### src/pkg/src_pkg.sv
package src_pkg;
	// ----------------------------------------
	// Timing
	// ----------------------------------------
	localparam int CLK_MHZ = 100;
	localparam int DRAM_OFF_MIN_US = 1000;
	localparam int DRAM_OFF_MIN_CYCLES = DRAM_OFF_MIN_US * CLK_MHZ;
	localparam int ACK_ZERO_NS = 160;
	localparam int ACK_ZERO_CYCLES = (ACK_ZERO_NS * CLK_MHZ + 999) / 1000;
	// ----------------------------------------
	// Register map
	// ----------------------------------------
	localparam logic [7:0] REG_POLICY = 8'h00;
	localparam logic [7:0] REG_CTRL = 8'h04;
	localparam logic [7:0] REG_STATUS = 8'h08;
	localparam logic [31:0] POLICY_RESET = 32'h0000_0000;
	localparam logic [31:0] CTRL_RESET = 32'h0000_0000;
	localparam int POL_SX_EN_BIT = 27;
	localparam int POL_AG3_EN_BIT = 28;
	localparam int POL_DSX_DIS_BIT = 29;
	localparam int POL_DC_DIS_BIT = 30;
	localparam int CTL_STRETCH_BIT = 3;
	localparam int CTL_WLAN_KEEP_BIT = 4;
	localparam int CTL_MODE_LSB = 5;
	localparam int CTL_DIR_BIT = 7;
	localparam int CTL_DATA_BIT = 8;
	localparam int STS_STATE_LSB = 0;
	localparam int STS_BATTERY_LOW_N_BIT = 3;
	localparam int STS_DRAM_SHORT_BIT = 4;
	localparam int STS_MGMT_RAN_BIT = 5;
	localparam int STS_PIN_BIT = 6;
	// ----------------------------------------
	// Types
	// ----------------------------------------
	typedef enum logic [2:0] {
		PWR_WORK,
		PWR_RAM,
		PWR_DISK,
		PWR_SOFT,
		PWR_DEEP
	} src_pwr_type;
	typedef enum logic [1:0] {
		PIN_ACK,
		PIN_WARN,
		PIN_GPIO
	} src_pin_mode_type;
	typedef enum logic [1:0] {
		RST_NONE,
		RST_POWER_CYCLE,
		RST_GLOBAL,
		RST_STRAIGHT
	} src_rst_type;
	typedef struct packed {
		logic wr;
		logic rd;
		logic [7:0] addr;
		logic [31:0] wdata;
	} src_bus_req_type;
	typedef struct packed {
		logic mgmt_on_req;
		logic mgmt_phy_keep;
		logic mgmt_wlan_access;
		logic mgmt_wlan_keep;
		logic mgmt_ack_level;
	} src_mgmt_type;
endpackage : src_pkg

### src/rtl/src_sleep_rail_control.sv
// The register addresses and the address-and-strobe port were decided locally.
module src_sleep_rail_control
	import src_pkg::*;
#(
	parameter int DRAM_MIN_CYCLES = DRAM_OFF_MIN_CYCLES
) (
	input wire logic clk_sys,
	input wire logic rst_n,
	input wire logic clk_en,
	input wire src_bus_req_type bus_req,
	output logic [31:0] rd_data,
	input wire src_pwr_type sleep_target,
	input wire src_mgmt_type mgmt,
	input wire src_rst_type reset_kind,
	input wire logic on_battery,
	input wire logic core_power_good,
	input wire logic battery_low_n,
	input wire logic suspend_well_reset_n,
	input wire logic rtc_well_reset_n,
	input wire logic secondary_rtc_reset_n,
	input wire logic shared_gp_pin_in,
	output logic sleep_ram_rail_off_n,
	output logic sleep_disk_rail_off_n,
	output logic soft_off_rail_off_n,
	output logic mgmt_rail_off_n,
	output logic wired_phy_rail_off_n,
	output logic wireless_phy_rail_off_n,
	output logic platform_reset_n,
	output logic battery_smi,
	output logic shared_gp_pin_out,
	output logic shared_gp_pin_oe
);
	// ----------------------------------------
	// Declarations
	// ----------------------------------------
	src_pwr_type state_reg, state_next;
	logic [31:0] policy_reg;
	logic [31:0] ctrl_reg;
	logic mgmt_ran_reg;
	logic dram_short_reg;
	logic [23:0] dram_cnt_reg;
	logic [7:0] ack_cnt_reg;
	logic bat_meta_reg, bat_sync_reg, bat_prev_reg;
	logic batt_low;
	logic dram_met;
	logic wake_ok;
	logic ram_on, mgmt_on, wired_on, wireless_on;
	logic pin_out_next, pin_oe_next;
	logic [31:0] status_word;
	src_pin_mode_type pin_mode;

	assign batt_low = bat_sync_reg;
	assign dram_met = dram_cnt_reg >= 24'(DRAM_MIN_CYCLES);
	assign pin_mode = src_pin_mode_type'(ctrl_reg[CTL_MODE_LSB +: 2]);

	// ----------------------------------------
	// Battery-low synchroniser
	// ----------------------------------------
	// two-stage sync
	always_ff @(posedge clk_sys) begin
		if (!rst_n) begin
			bat_meta_reg <= 1'b0;
			bat_sync_reg <= 1'b0;
			bat_prev_reg <= 1'b0;
		end else if (clk_en) begin
			bat_meta_reg <= !battery_low_n;
			bat_sync_reg <= bat_meta_reg;
			bat_prev_reg <= bat_sync_reg;
		end
	end

	always_ff @(posedge clk_sys) begin
		if (!rst_n) begin
			battery_smi <= 1'b0;
		end else if (clk_en) begin
			battery_smi <= bat_sync_reg && !bat_prev_reg && state_reg == PWR_WORK;
		end
	end

	// ----------------------------------------
	// Sleep state sequencing
	// ----------------------------------------
	// Wake is refused while power is short or DRAM has not been off long enough
	always_comb begin
		wake_ok = 1'b1;
		if (batt_low) begin
			wake_ok = 1'b0;
		end
		if (ctrl_reg[CTL_STRETCH_BIT] && state_reg >= PWR_DISK && !dram_met) begin
			wake_ok = 1'b0;
		end
		state_next = state_reg;
		if (sleep_target >= state_reg || wake_ok) begin
			state_next = sleep_target;
		end
	end

	always_ff @(posedge clk_sys) begin
		if (!rst_n) begin
			state_reg <= PWR_SOFT;
		end else if (clk_en) begin
			state_reg <= state_next;
		end
	end

	// DRAM off-time counter, saturates so it never wraps to a false short
	always_ff @(posedge clk_sys) begin
		if (!rst_n) begin
			dram_cnt_reg <= 24'h00_0000;
		end else if (clk_en) begin
			if (sleep_disk_rail_off_n) begin
				dram_cnt_reg <= 24'h00_0000;
			end else if (!dram_met) begin
				dram_cnt_reg <= dram_cnt_reg + 24'h00_0001;
			end
		end
	end

	always_ff @(posedge clk_sys) begin
		if (!rst_n) begin
			dram_short_reg <= 1'b0;
		end else if (clk_en) begin
			if (!sleep_disk_rail_off_n && state_reg < PWR_DISK && !dram_met) begin
				dram_short_reg <= 1'b1;
			end else if (bus_req.wr && bus_req.addr == REG_STATUS && bus_req.wdata[STS_DRAM_SHORT_BIT]) begin
				dram_short_reg <= 1'b0;
			end
		end
	end

	// ----------------------------------------
	// Rail decisions
	// ----------------------------------------
	always_comb begin
		ram_on = state_reg == PWR_WORK;
		mgmt_on = ram_on || (mgmt.mgmt_on_req && state_reg != PWR_DEEP);
		wired_on = ram_on || mgmt_on;
		if (mgmt.mgmt_phy_keep && mgmt_ran_reg) begin
			wired_on = 1'b1;
		end
		if (policy_reg[POL_SX_EN_BIT] && (mgmt_ran_reg || policy_reg[POL_AG3_EN_BIT])) begin
			wired_on = 1'b1;
		end
		if (!ram_on && !mgmt_on && !(mgmt.mgmt_phy_keep && mgmt_ran_reg)) begin // Management keep wins
			if (state_reg == PWR_DEEP && policy_reg[POL_DSX_DIS_BIT]) begin
				wired_on = 1'b0;
			end
			if (on_battery && policy_reg[POL_DC_DIS_BIT]) begin
				wired_on = 1'b0;
			end
		end
		wireless_on = ram_on;
		if (ctrl_reg[CTL_WLAN_KEEP_BIT] && state_reg != PWR_DEEP) begin
			wireless_on = 1'b1;
		end
		if (mgmt.mgmt_wlan_access && (mgmt_on || (mgmt.mgmt_wlan_keep && state_reg != PWR_DEEP))) begin
			wireless_on = 1'b1;
		end
	end

	// All rail outputs registered from the same state so they move together
	always_ff @(posedge clk_sys) begin
		if (!rst_n) begin
			sleep_ram_rail_off_n <= 1'b0;
			sleep_disk_rail_off_n <= 1'b0;
			soft_off_rail_off_n <= 1'b0;
			mgmt_rail_off_n <= 1'b0;
			wired_phy_rail_off_n <= 1'b0;
			wireless_phy_rail_off_n <= 1'b0;
		end else if (clk_en) begin
			sleep_ram_rail_off_n <= ram_on;
			// disk rail off in deeper states
			sleep_disk_rail_off_n <= state_reg < PWR_DISK;
			soft_off_rail_off_n <= state_reg < PWR_SOFT;
			mgmt_rail_off_n <= mgmt_on;
			wired_phy_rail_off_n <= wired_on;
			wireless_phy_rail_off_n <= wireless_on;
		end
	end

	// ----------------------------------------
	// Platform reset
	// ----------------------------------------
	// asynchronous on power-good loss
	always_ff @(posedge clk_sys or negedge core_power_good) begin
		if (!core_power_good) begin
			platform_reset_n <= 1'b0;
		end else if (!rst_n) begin
			platform_reset_n <= 1'b0;
		end else if (clk_en) begin
			platform_reset_n <= state_reg == PWR_WORK && reset_kind == RST_NONE;
		end
	end

	// ----------------------------------------
	// Shared pin
	// ----------------------------------------
	// Straight-to-off ack holds 0 briefly before handing over to policy
	always_ff @(posedge clk_sys) begin
		if (!rst_n) begin
			ack_cnt_reg <= 8'h00;
		end else if (clk_en) begin
			if (reset_kind != RST_STRAIGHT) begin
				ack_cnt_reg <= 8'h00;
			end else if (ack_cnt_reg < 8'(ACK_ZERO_CYCLES)) begin
				ack_cnt_reg <= ack_cnt_reg + 8'h01;
			end
		end
	end

	always_comb begin
		pin_out_next = 1'b0;
		pin_oe_next = 1'b0;
		case (pin_mode)
			PIN_ACK: begin
				pin_oe_next = state_reg != PWR_DEEP;
				if (state_reg != PWR_WORK && !mgmt.mgmt_on_req) begin
					pin_out_next = mgmt.mgmt_ack_level;
				end
				if (reset_kind == RST_POWER_CYCLE || reset_kind == RST_GLOBAL) begin
					pin_oe_next = 1'b1;
					pin_out_next = 1'b0;
				end else if (reset_kind == RST_STRAIGHT) begin
					pin_oe_next = 1'b1;
					pin_out_next = ack_cnt_reg < 8'(ACK_ZERO_CYCLES) ? 1'b0 : mgmt.mgmt_ack_level;
				end
			end
			PIN_WARN: begin
				pin_out_next = state_reg != PWR_DEEP;
				pin_oe_next = state_reg != PWR_DEEP || suspend_well_reset_n;
			end
			PIN_GPIO: begin
				pin_out_next = ctrl_reg[CTL_DATA_BIT];
				pin_oe_next = ctrl_reg[CTL_DIR_BIT] && state_reg != PWR_DEEP;
			end
			default: begin
				pin_out_next = 1'b0;
				pin_oe_next = 1'b0;
			end
		endcase
	end

	always_ff @(posedge clk_sys) begin
		if (!rst_n) begin
			shared_gp_pin_out <= 1'b0;
			shared_gp_pin_oe <= 1'b0;
		end else if (clk_en) begin
			shared_gp_pin_out <= pin_out_next;
			shared_gp_pin_oe <= pin_oe_next;
		end
	end

	// ----------------------------------------
	// Register port
	// ----------------------------------------
	// policy lives in the RTC well
	always_ff @(posedge clk_sys or negedge rtc_well_reset_n) begin
		if (!rtc_well_reset_n) begin
			policy_reg <= POLICY_RESET;
		end else if (clk_en && bus_req.wr && bus_req.addr == REG_POLICY) begin
			policy_reg <= bus_req.wdata & 32'h7800_0000;
		end
	end

	// Management run history also survives everything but the secondary RTC reset
	always_ff @(posedge clk_sys or negedge secondary_rtc_reset_n) begin
		if (!secondary_rtc_reset_n) begin
			mgmt_ran_reg <= 1'b0;
		end else if (clk_en && mgmt_rail_off_n) begin
			mgmt_ran_reg <= 1'b1;
		end
	end

	always_ff @(posedge clk_sys) begin
		if (!rst_n) begin
			ctrl_reg <= CTRL_RESET;
		end else if (clk_en && bus_req.wr && bus_req.addr == REG_CTRL) begin
			ctrl_reg <= bus_req.wdata & 32'h0000_01f8;
		end
	end

	always_comb begin
		status_word = 32'h0000_0000;
		status_word[STS_STATE_LSB +: 3] = state_reg;
		status_word[STS_BATTERY_LOW_N_BIT] = batt_low;
		status_word[STS_DRAM_SHORT_BIT] = dram_short_reg;
		status_word[STS_MGMT_RAN_BIT] = mgmt_ran_reg;
		status_word[STS_PIN_BIT] = shared_gp_pin_in;
	end

	// Read data stands one cycle only; unmapped reads give zero
	always_ff @(posedge clk_sys) begin
		if (!rst_n) begin
			rd_data <= 32'h0000_0000;
		end else if (clk_en) begin
			rd_data <= 32'h0000_0000;
			if (bus_req.rd) begin
				case (bus_req.addr)
					REG_POLICY: rd_data <= policy_reg;
					REG_CTRL: rd_data <= ctrl_reg;
					REG_STATUS: rd_data <= status_word;
					default: rd_data <= 32'h0000_0000;
				endcase
			end
		end
	end
endmodule : src_sleep_rail_control

### config.mk
export PLATFORM = sky130hd
export DESIGN_NAME = src_sleep_rail_control
export DESIGN_NICKNAME = d
export VERILOG_FILES = /design/src/pkg/src_pkg.sv /design/src/rtl/src_sleep_rail_control.sv
export SDC_FILE = /design/constraint.sdc
export NUM_CORES = 1
export LEC_CHECK = 0
export BUFFER_PORTS_ARGS = -buffer_cell sky130_fd_sc_hd__buf_4
export CAP_MARGIN = 10
export CORE_AREA = 5 5 78 115
export CTS_CLUSTER_SIZE = 10
export DETAILED_ROUTE_END_ITERATION = 6
export DIE_AREA = 0 0 83 120
export HOLD_SLACK_MARGIN = 0.02
export PLACE_DENSITY = 0.72
export SYNTH_ARGS = -nofsm -noshare
export SYNTH_HDL_FRONTEND = slang
export SYNTH_SLANG_ARGS = --single-unit
### constraint.sdc
create_clock -name clk_sys -period 1.86 [get_ports clk_sys]
set_input_delay 0.372 -clock clk_sys [delete_from_list [all_inputs] [get_ports clk_sys]]
set_output_delay 0.372 -clock clk_sys [all_outputs]
set_load 0.03 [all_outputs]
### Word level (Yosys, flattened, before mapping)

Cells that the tools add are included.

| word-level totals | value |
|---|---|
| word-level logic and storage cells | 119 |
| register bits | 92 |
| input bits | 62 |
| output and inout bits | 42 |

| operators by class | value |
|---|---|
| reductions and logical operators | 51 |
| add/subtract/negate cells | 2 |
| magnitude comparators | 6 |
| equality and inequality tests | 12 |
| muxes and demuxes | 27 |

Operator list:

| cell | count |
|---|---|
| one-hot mux 31 bit (3 select lines) | 1 |
| 2-to-1 mux 24 bit | 2 |
| 2-to-1 mux 31 bit | 1 |
| logical AND 1 bit | 25 |
| adder 24 x 1 -> 24 bit (second input constant) | 1 |
| >= comparator 24 x 17 -> 1 bit (second input constant) | 1 |
| 2-to-1 mux 1 bit | 19 |
| 2-to-1 mux 8 bit | 2 |
| adder 8 x 1 -> 8 bit (second input constant) | 1 |
| == test 8 x 3 -> 1 bit (second input constant) | 1 |
| == test 8 x 4 -> 1 bit (second input constant) | 1 |
| zero test 1 bit | 8 |
| zero test 8 bit | 1 |
| < comparator 8 x 5 -> 1 bit (second input constant) | 1 |
| AND reduction 2 bit | 4 |
| logical OR 1 bit | 7 |
| == test 2 bit (second input constant) | 3 |
| < comparator 3 x 2 -> 1 bit (second input constant) | 2 |
| one-hot mux 1 bit (3 select lines) | 2 |
| == test 2 x 1 -> 1 bit (second input constant) | 2 |
| zero test 2 bit | 2 |
| inequality test 2 bit (second input constant) | 2 |
| nonzero test 2 bit | 2 |
| == test 3 bit (second input constant) | 1 |
| other kinds (6) | 6 |

### Logic depth before layout (Yosys ltp)

| logic depth | value |
|---|---|
| depth after elaboration | 9 |
| depth in mapped cells | 8 |

### Least setup slack after synthesis

No wires, ideal clock.

| timing | value |
|---|---|
| path kind | input to register |
| start point | in bus_req[33] (netlist bit) |
| end point | reg policy_reg[27] |
| stages | 4 |
| data arrival time | 1.882 ns |
| required time | 1.735 ns |
| buffers on the path | 0 |
| path slack | -0.147 ns |
| path through | or4_4 or2_2 nor3_2 mux2_2 |

| between the ends | value |
|---|---|
| word-level cells in the longest chain between the ends | 2 |

Ends and longest elaborated chain:

| item | line | source |
|---|---|---|
| from (decl) | src_sleep_rail_control.sv:10 | `input wire src_bus_req_type bus_req,` |
| zero test 8 bit | src_sleep_rail_control.sv:260 | `end else if (clk_en && bus_req.wr && bus_req.addr == REG_POLICY) begin` |
| logical AND 1 bit | src_sleep_rail_control.sv:260 |  |
| to (signal assigned) | src_sleep_rail_control.sv:261 | `policy_reg <= bus_req.wdata & 32'h7800_0000;` |
| to (decl) | src_sleep_rail_control.sv:37 | `logic [31:0] policy_reg;` |

Every way passes these cells.
A chain may end at the register's enable or synchronous reset.

### Worst setup path in the final report

| timing | value |
|---|---|
| start point | reg dram_cnt_reg[6] |
| end point | reg dram_cnt_reg[13] |

| between the ends | value |
|---|---|
| word-level cells in the longest chain between the ends | 3 |
| elaborated cells between the ends (all ways) | 6 |

Ends and longest elaborated chain:

| item | line | source |
|---|---|---|
| from (decl) | src_sleep_rail_control.sv:41 | `logic [23:0] dram_cnt_reg;` |
| from (signal assigned) | src_sleep_rail_control.sv:114 | `dram_cnt_reg <= dram_cnt_reg + 24'h00_0001;` |
| adder 24 x 1 -> 24 bit or >= comparator 24 x 17 -> 1 bit (tied branches) | src_sleep_rail_control.sv:114, src_sleep_rail_control.sv:53 |  |
| 2-to-1 mux 24 bit or inequality test 2 bit (tied branches) | -- |  |
| 2-to-1 mux 24 bit or AND reduction 2 bit (tied branches) | -- |  |

Several ways; a longest one is shown, not always the timed one. The select of a mux whose other input is x is not followed.

==> impl_results.md <==
* Cts bufs inserted at 9
* Largest register FFs at 24
* Synthesized area per cell at 8.768 um^2
* Asr flop ratio synth at 0.08219
* Hold Path Class: input pin to flop
* Compound-Gate Fraction of Synth Area at 0.1970
* Root Buffer: clkbuf_16
* CTS tree: yes
* Final Max Slew Viols at 0
* CP Max Fanout at 4
* GRT overflow at 0
* #FFs+latches synth at 73
* Synth Cell Area at 0.003411 mm^2
* Crit share post-route at 1.021
* Sink Count at 73
* Met1 Resource Use GR at 0.1953
* Leading cell types in the layout, fill and taps excluded: 96 x buf_4, 58 x dfxtp_1, 33 x a21oi_1
* Max cap viols at 0
* Starting DRT DRC Count at 124
* Pin count of the biggest net entering global routing at 29
* Endpoints failing hold at 0
* Die Area at 0.009960 mm^2
* Die Width at 83 um
* H-tree depth at 3
* Worst Path Required at 2.12 ns
* WL/cell at 14.98 um
* # diodes at 0
* Top FF cell, synth: dfxtp_1
* Final worst-path setup slack at -0.03992 ns
* Gr usage total at 0.1784
* Worst-Margin Slew at 0.6061 ns
* Crit path DAT at 2.16 ns
* Via density at 5.313
* Core area at 0.007908 mm^2
* Routed WL at 8897 um
* Most common cell after layout, fill and taps aside: buf_4
* Critical Path Sink Type: flop
* First-pass GRT wire length at 14600 um
* Synth cell types at 56
* Layout Nets at 554
* Failing checks: setup timing
* Mux share of post-synthesis cell area at 0.03925
* DP HPWL at 6599 um
* Layout cells sized above 1 at 0.3047
* Initial antenna violation count at 0
* Largest family of logic cells by synthesized area: simple AND/OR/NAND/NOR gates
* Final GP Congestion at 0.8352
* Clk buf depth at 2
* Initial Util at 0.4313
* Post-synthesis sequential area ratio at 0.4373
* DR pass1 iterations at 4
* Met3 Use GR at 0.02953
* RSZ-0062 raised after global routing: true
* Layout Utilization at 0.5764
* Synth warn at 0
* Synth Area in Adders at 0.02935
* Clk_skew at 0.007546 ns
* DRC at 0
* Mapped Cells at 389
* GRT met2 Usage at 0.3358
* Worst-skew pair later-pin latency at 0.34 ns
* Fmax at 526.3 MHz
* Non-filler cells, final at 594
* Slew headroom at 0.5929
* Largest vdd supply drop at 553.1 uV
* CP startpoint kind: flop
* I/O Buffers at 62
* Worst-path clk slew at 0.06 ns
* Leakage power total at 0.001985 uW
* Die Ht at 120 um
* Post-route antenna net violation count at 0
* GRT Max-Usage Layer: met2
* Post-synthesis xor/xnor area fraction at 0.01027
* Layout area overhead at 33.64%
* Via Count at 3156
* Final worst path period need at 1.900 ns
* Vias in the first global route at 3129
* Rows at 40
* IO Pins at 104
* Final setup viols at 3
* Class of the most critical setup path: flop to flop
* Number of synthesized flops with an enable pin at 0
* Pwr Density at 795.9 mW/mm^2
* Placed cell count at 573
* Worst hold slack at 0.2171 ns
* Simple-Gate Fraction of Synth Area at 0.2069
* Status: finished, violations left
[power breakdown]
| group | internal [uW] | leakage (uW) | total (uW) | switching (uW) |
|---|---|---|---|---|
| logic | 135 | 0.00122 | 348 | 213 |
| clock network | 1010 | 0.000146 | 1670 | 656 |
| registers | 1590 | 0.000621 | 1610 | 19.8 |
[layer usage]
metal  wire length (um)  share of wire  vias up
met5                  0              0        -
met4                118          0.013        0
met3                368          0.041        9
met2               4888           0.55       67
met1               3522           0.40     1520
li1                   -              -     1560
[cell families after synthesis]
family	Yosys count
XOR/XNOR	4
AO/OA/AOI/OAI	107
multiplexers	13
buffers and inverters	52
flip-flops	73
other	1
adder cells (fa/ha/maj)	8
AND/OR/NAND/NOR	131
[cell usage after synthesis, types with 5 or more instances]
| cell | instances | area [um^2] |
|---|---|---|
| dfxtp_1 | 67 | 1341 |
| a21oi_1 | 36 | 180.2 |
| nor2_1 | 32 | 120.1 |
| nand2_1 | 27 | 101.4 |
| o21ai_0 | 23 | 115.1 |
| buf_4 | 19 | 142.6 |
| inv_1 | 16 | 60.06 |
| nand3_1 | 15 | 75.07 |
| clkbuf_1 | 13 | 48.80 |
| and3_1 | 10 | 62.56 |
| mux2i_1 | 10 | 100.1 |
| or3_1 | 9 | 56.30 |
| a22o_1 | 8 | 70.07 |
| ha_1 | 8 | 100.1 |
| nand4_1 | 8 | 50.05 |
| dfrtp_1 | 6 | 150.1 |
| a31oi_1 | 5 | 31.28 |
| nor3_1 | 5 | 25.02 |
| o31ai_1 | 5 | 37.54 |
[stage by stage]
stage | area, um^2 | TNS (ns) | total power, uW | worst slack, ns
2_1_floorplan | 3492 | -0.1442 | 1871 | -0.04806
3_3_place_gp | 4139 | -2.567 | 1980 | -0.1652
3_5_place_dp | 4139 | -3.430 | 1986 | -0.1859
4_1_cts | 4494 | -0.0007176 | 3648 | -0.0007176
5_1_grt | 4558 | -0.1695 | 3753 | -0.07729
6_report | 4558 | -0.04630 | 3628 | -0.03992
[worst max-delay path, cell delays in order (launching register included)]
cell and delay (ns):
dfxtp_2 0.35, nand4_4 0.12, or3_1 0.36, a211o_1 0.34, or4_4 0.53, a21oi_2 0.12
[cell type report]
cell class | instances | area, um^2
Clock inverter | 5 | 27.53
Timing Repair Buffer | 101 | 767.0
Fill cell | 718 | 3349
Inverter | 17 | 63.81
Tap cell | 105 | 131.4
Clock buffer | 11 | 264.0
Multi-Input combinational cell | 282 | 1802
Sequential cell | 73 | 1503
[repair_timing]
item,4_1_cts,5_1_grt
endpoints found under the setup margin,12,14
hold buffers,3,0
pin swaps,4,11
endpoints found under the hold margin,6,0
setup buffers,0,1
cloned,0,1
gates resized for setup,11,12
[worst paths after layout]
| path | start | end | slack [ns] | cells after the start |
|---|---|---|---|---|
| setup / recovery | dram_cnt_reg[6]$_SDFFE_PN0P_ | dram_cnt_reg[13]$_SDFFE_PN0P_ | -0.04 | 5 |
| hold / removal | battery_low_n | bat_meta_reg$_SDFFE_PN0P_ | 0.22 | 2 |
| setup reg to reg | dram_cnt_reg[6]$_SDFFE_PN0P_ | dram_cnt_reg[13]$_SDFFE_PN0P_ | -0.04 | 5 |
| hold reg to reg | rd_data[1]$_SDFFE_PN0P_ | rd_data[1]$_SDFFE_PN0P_ | 0.47 | 2 |
| max in group asynchronous | rtc_well_reset_n | policy_reg[29]$_DFFE_PN0P_ | 1.38 | 2 |
| min in group asynchronous | secondary_rtc_reset_n | mgmt_ran_reg$_DFFE_PN0P_ | 0.35 | 2 |
(Power assumes the default switching activity.)
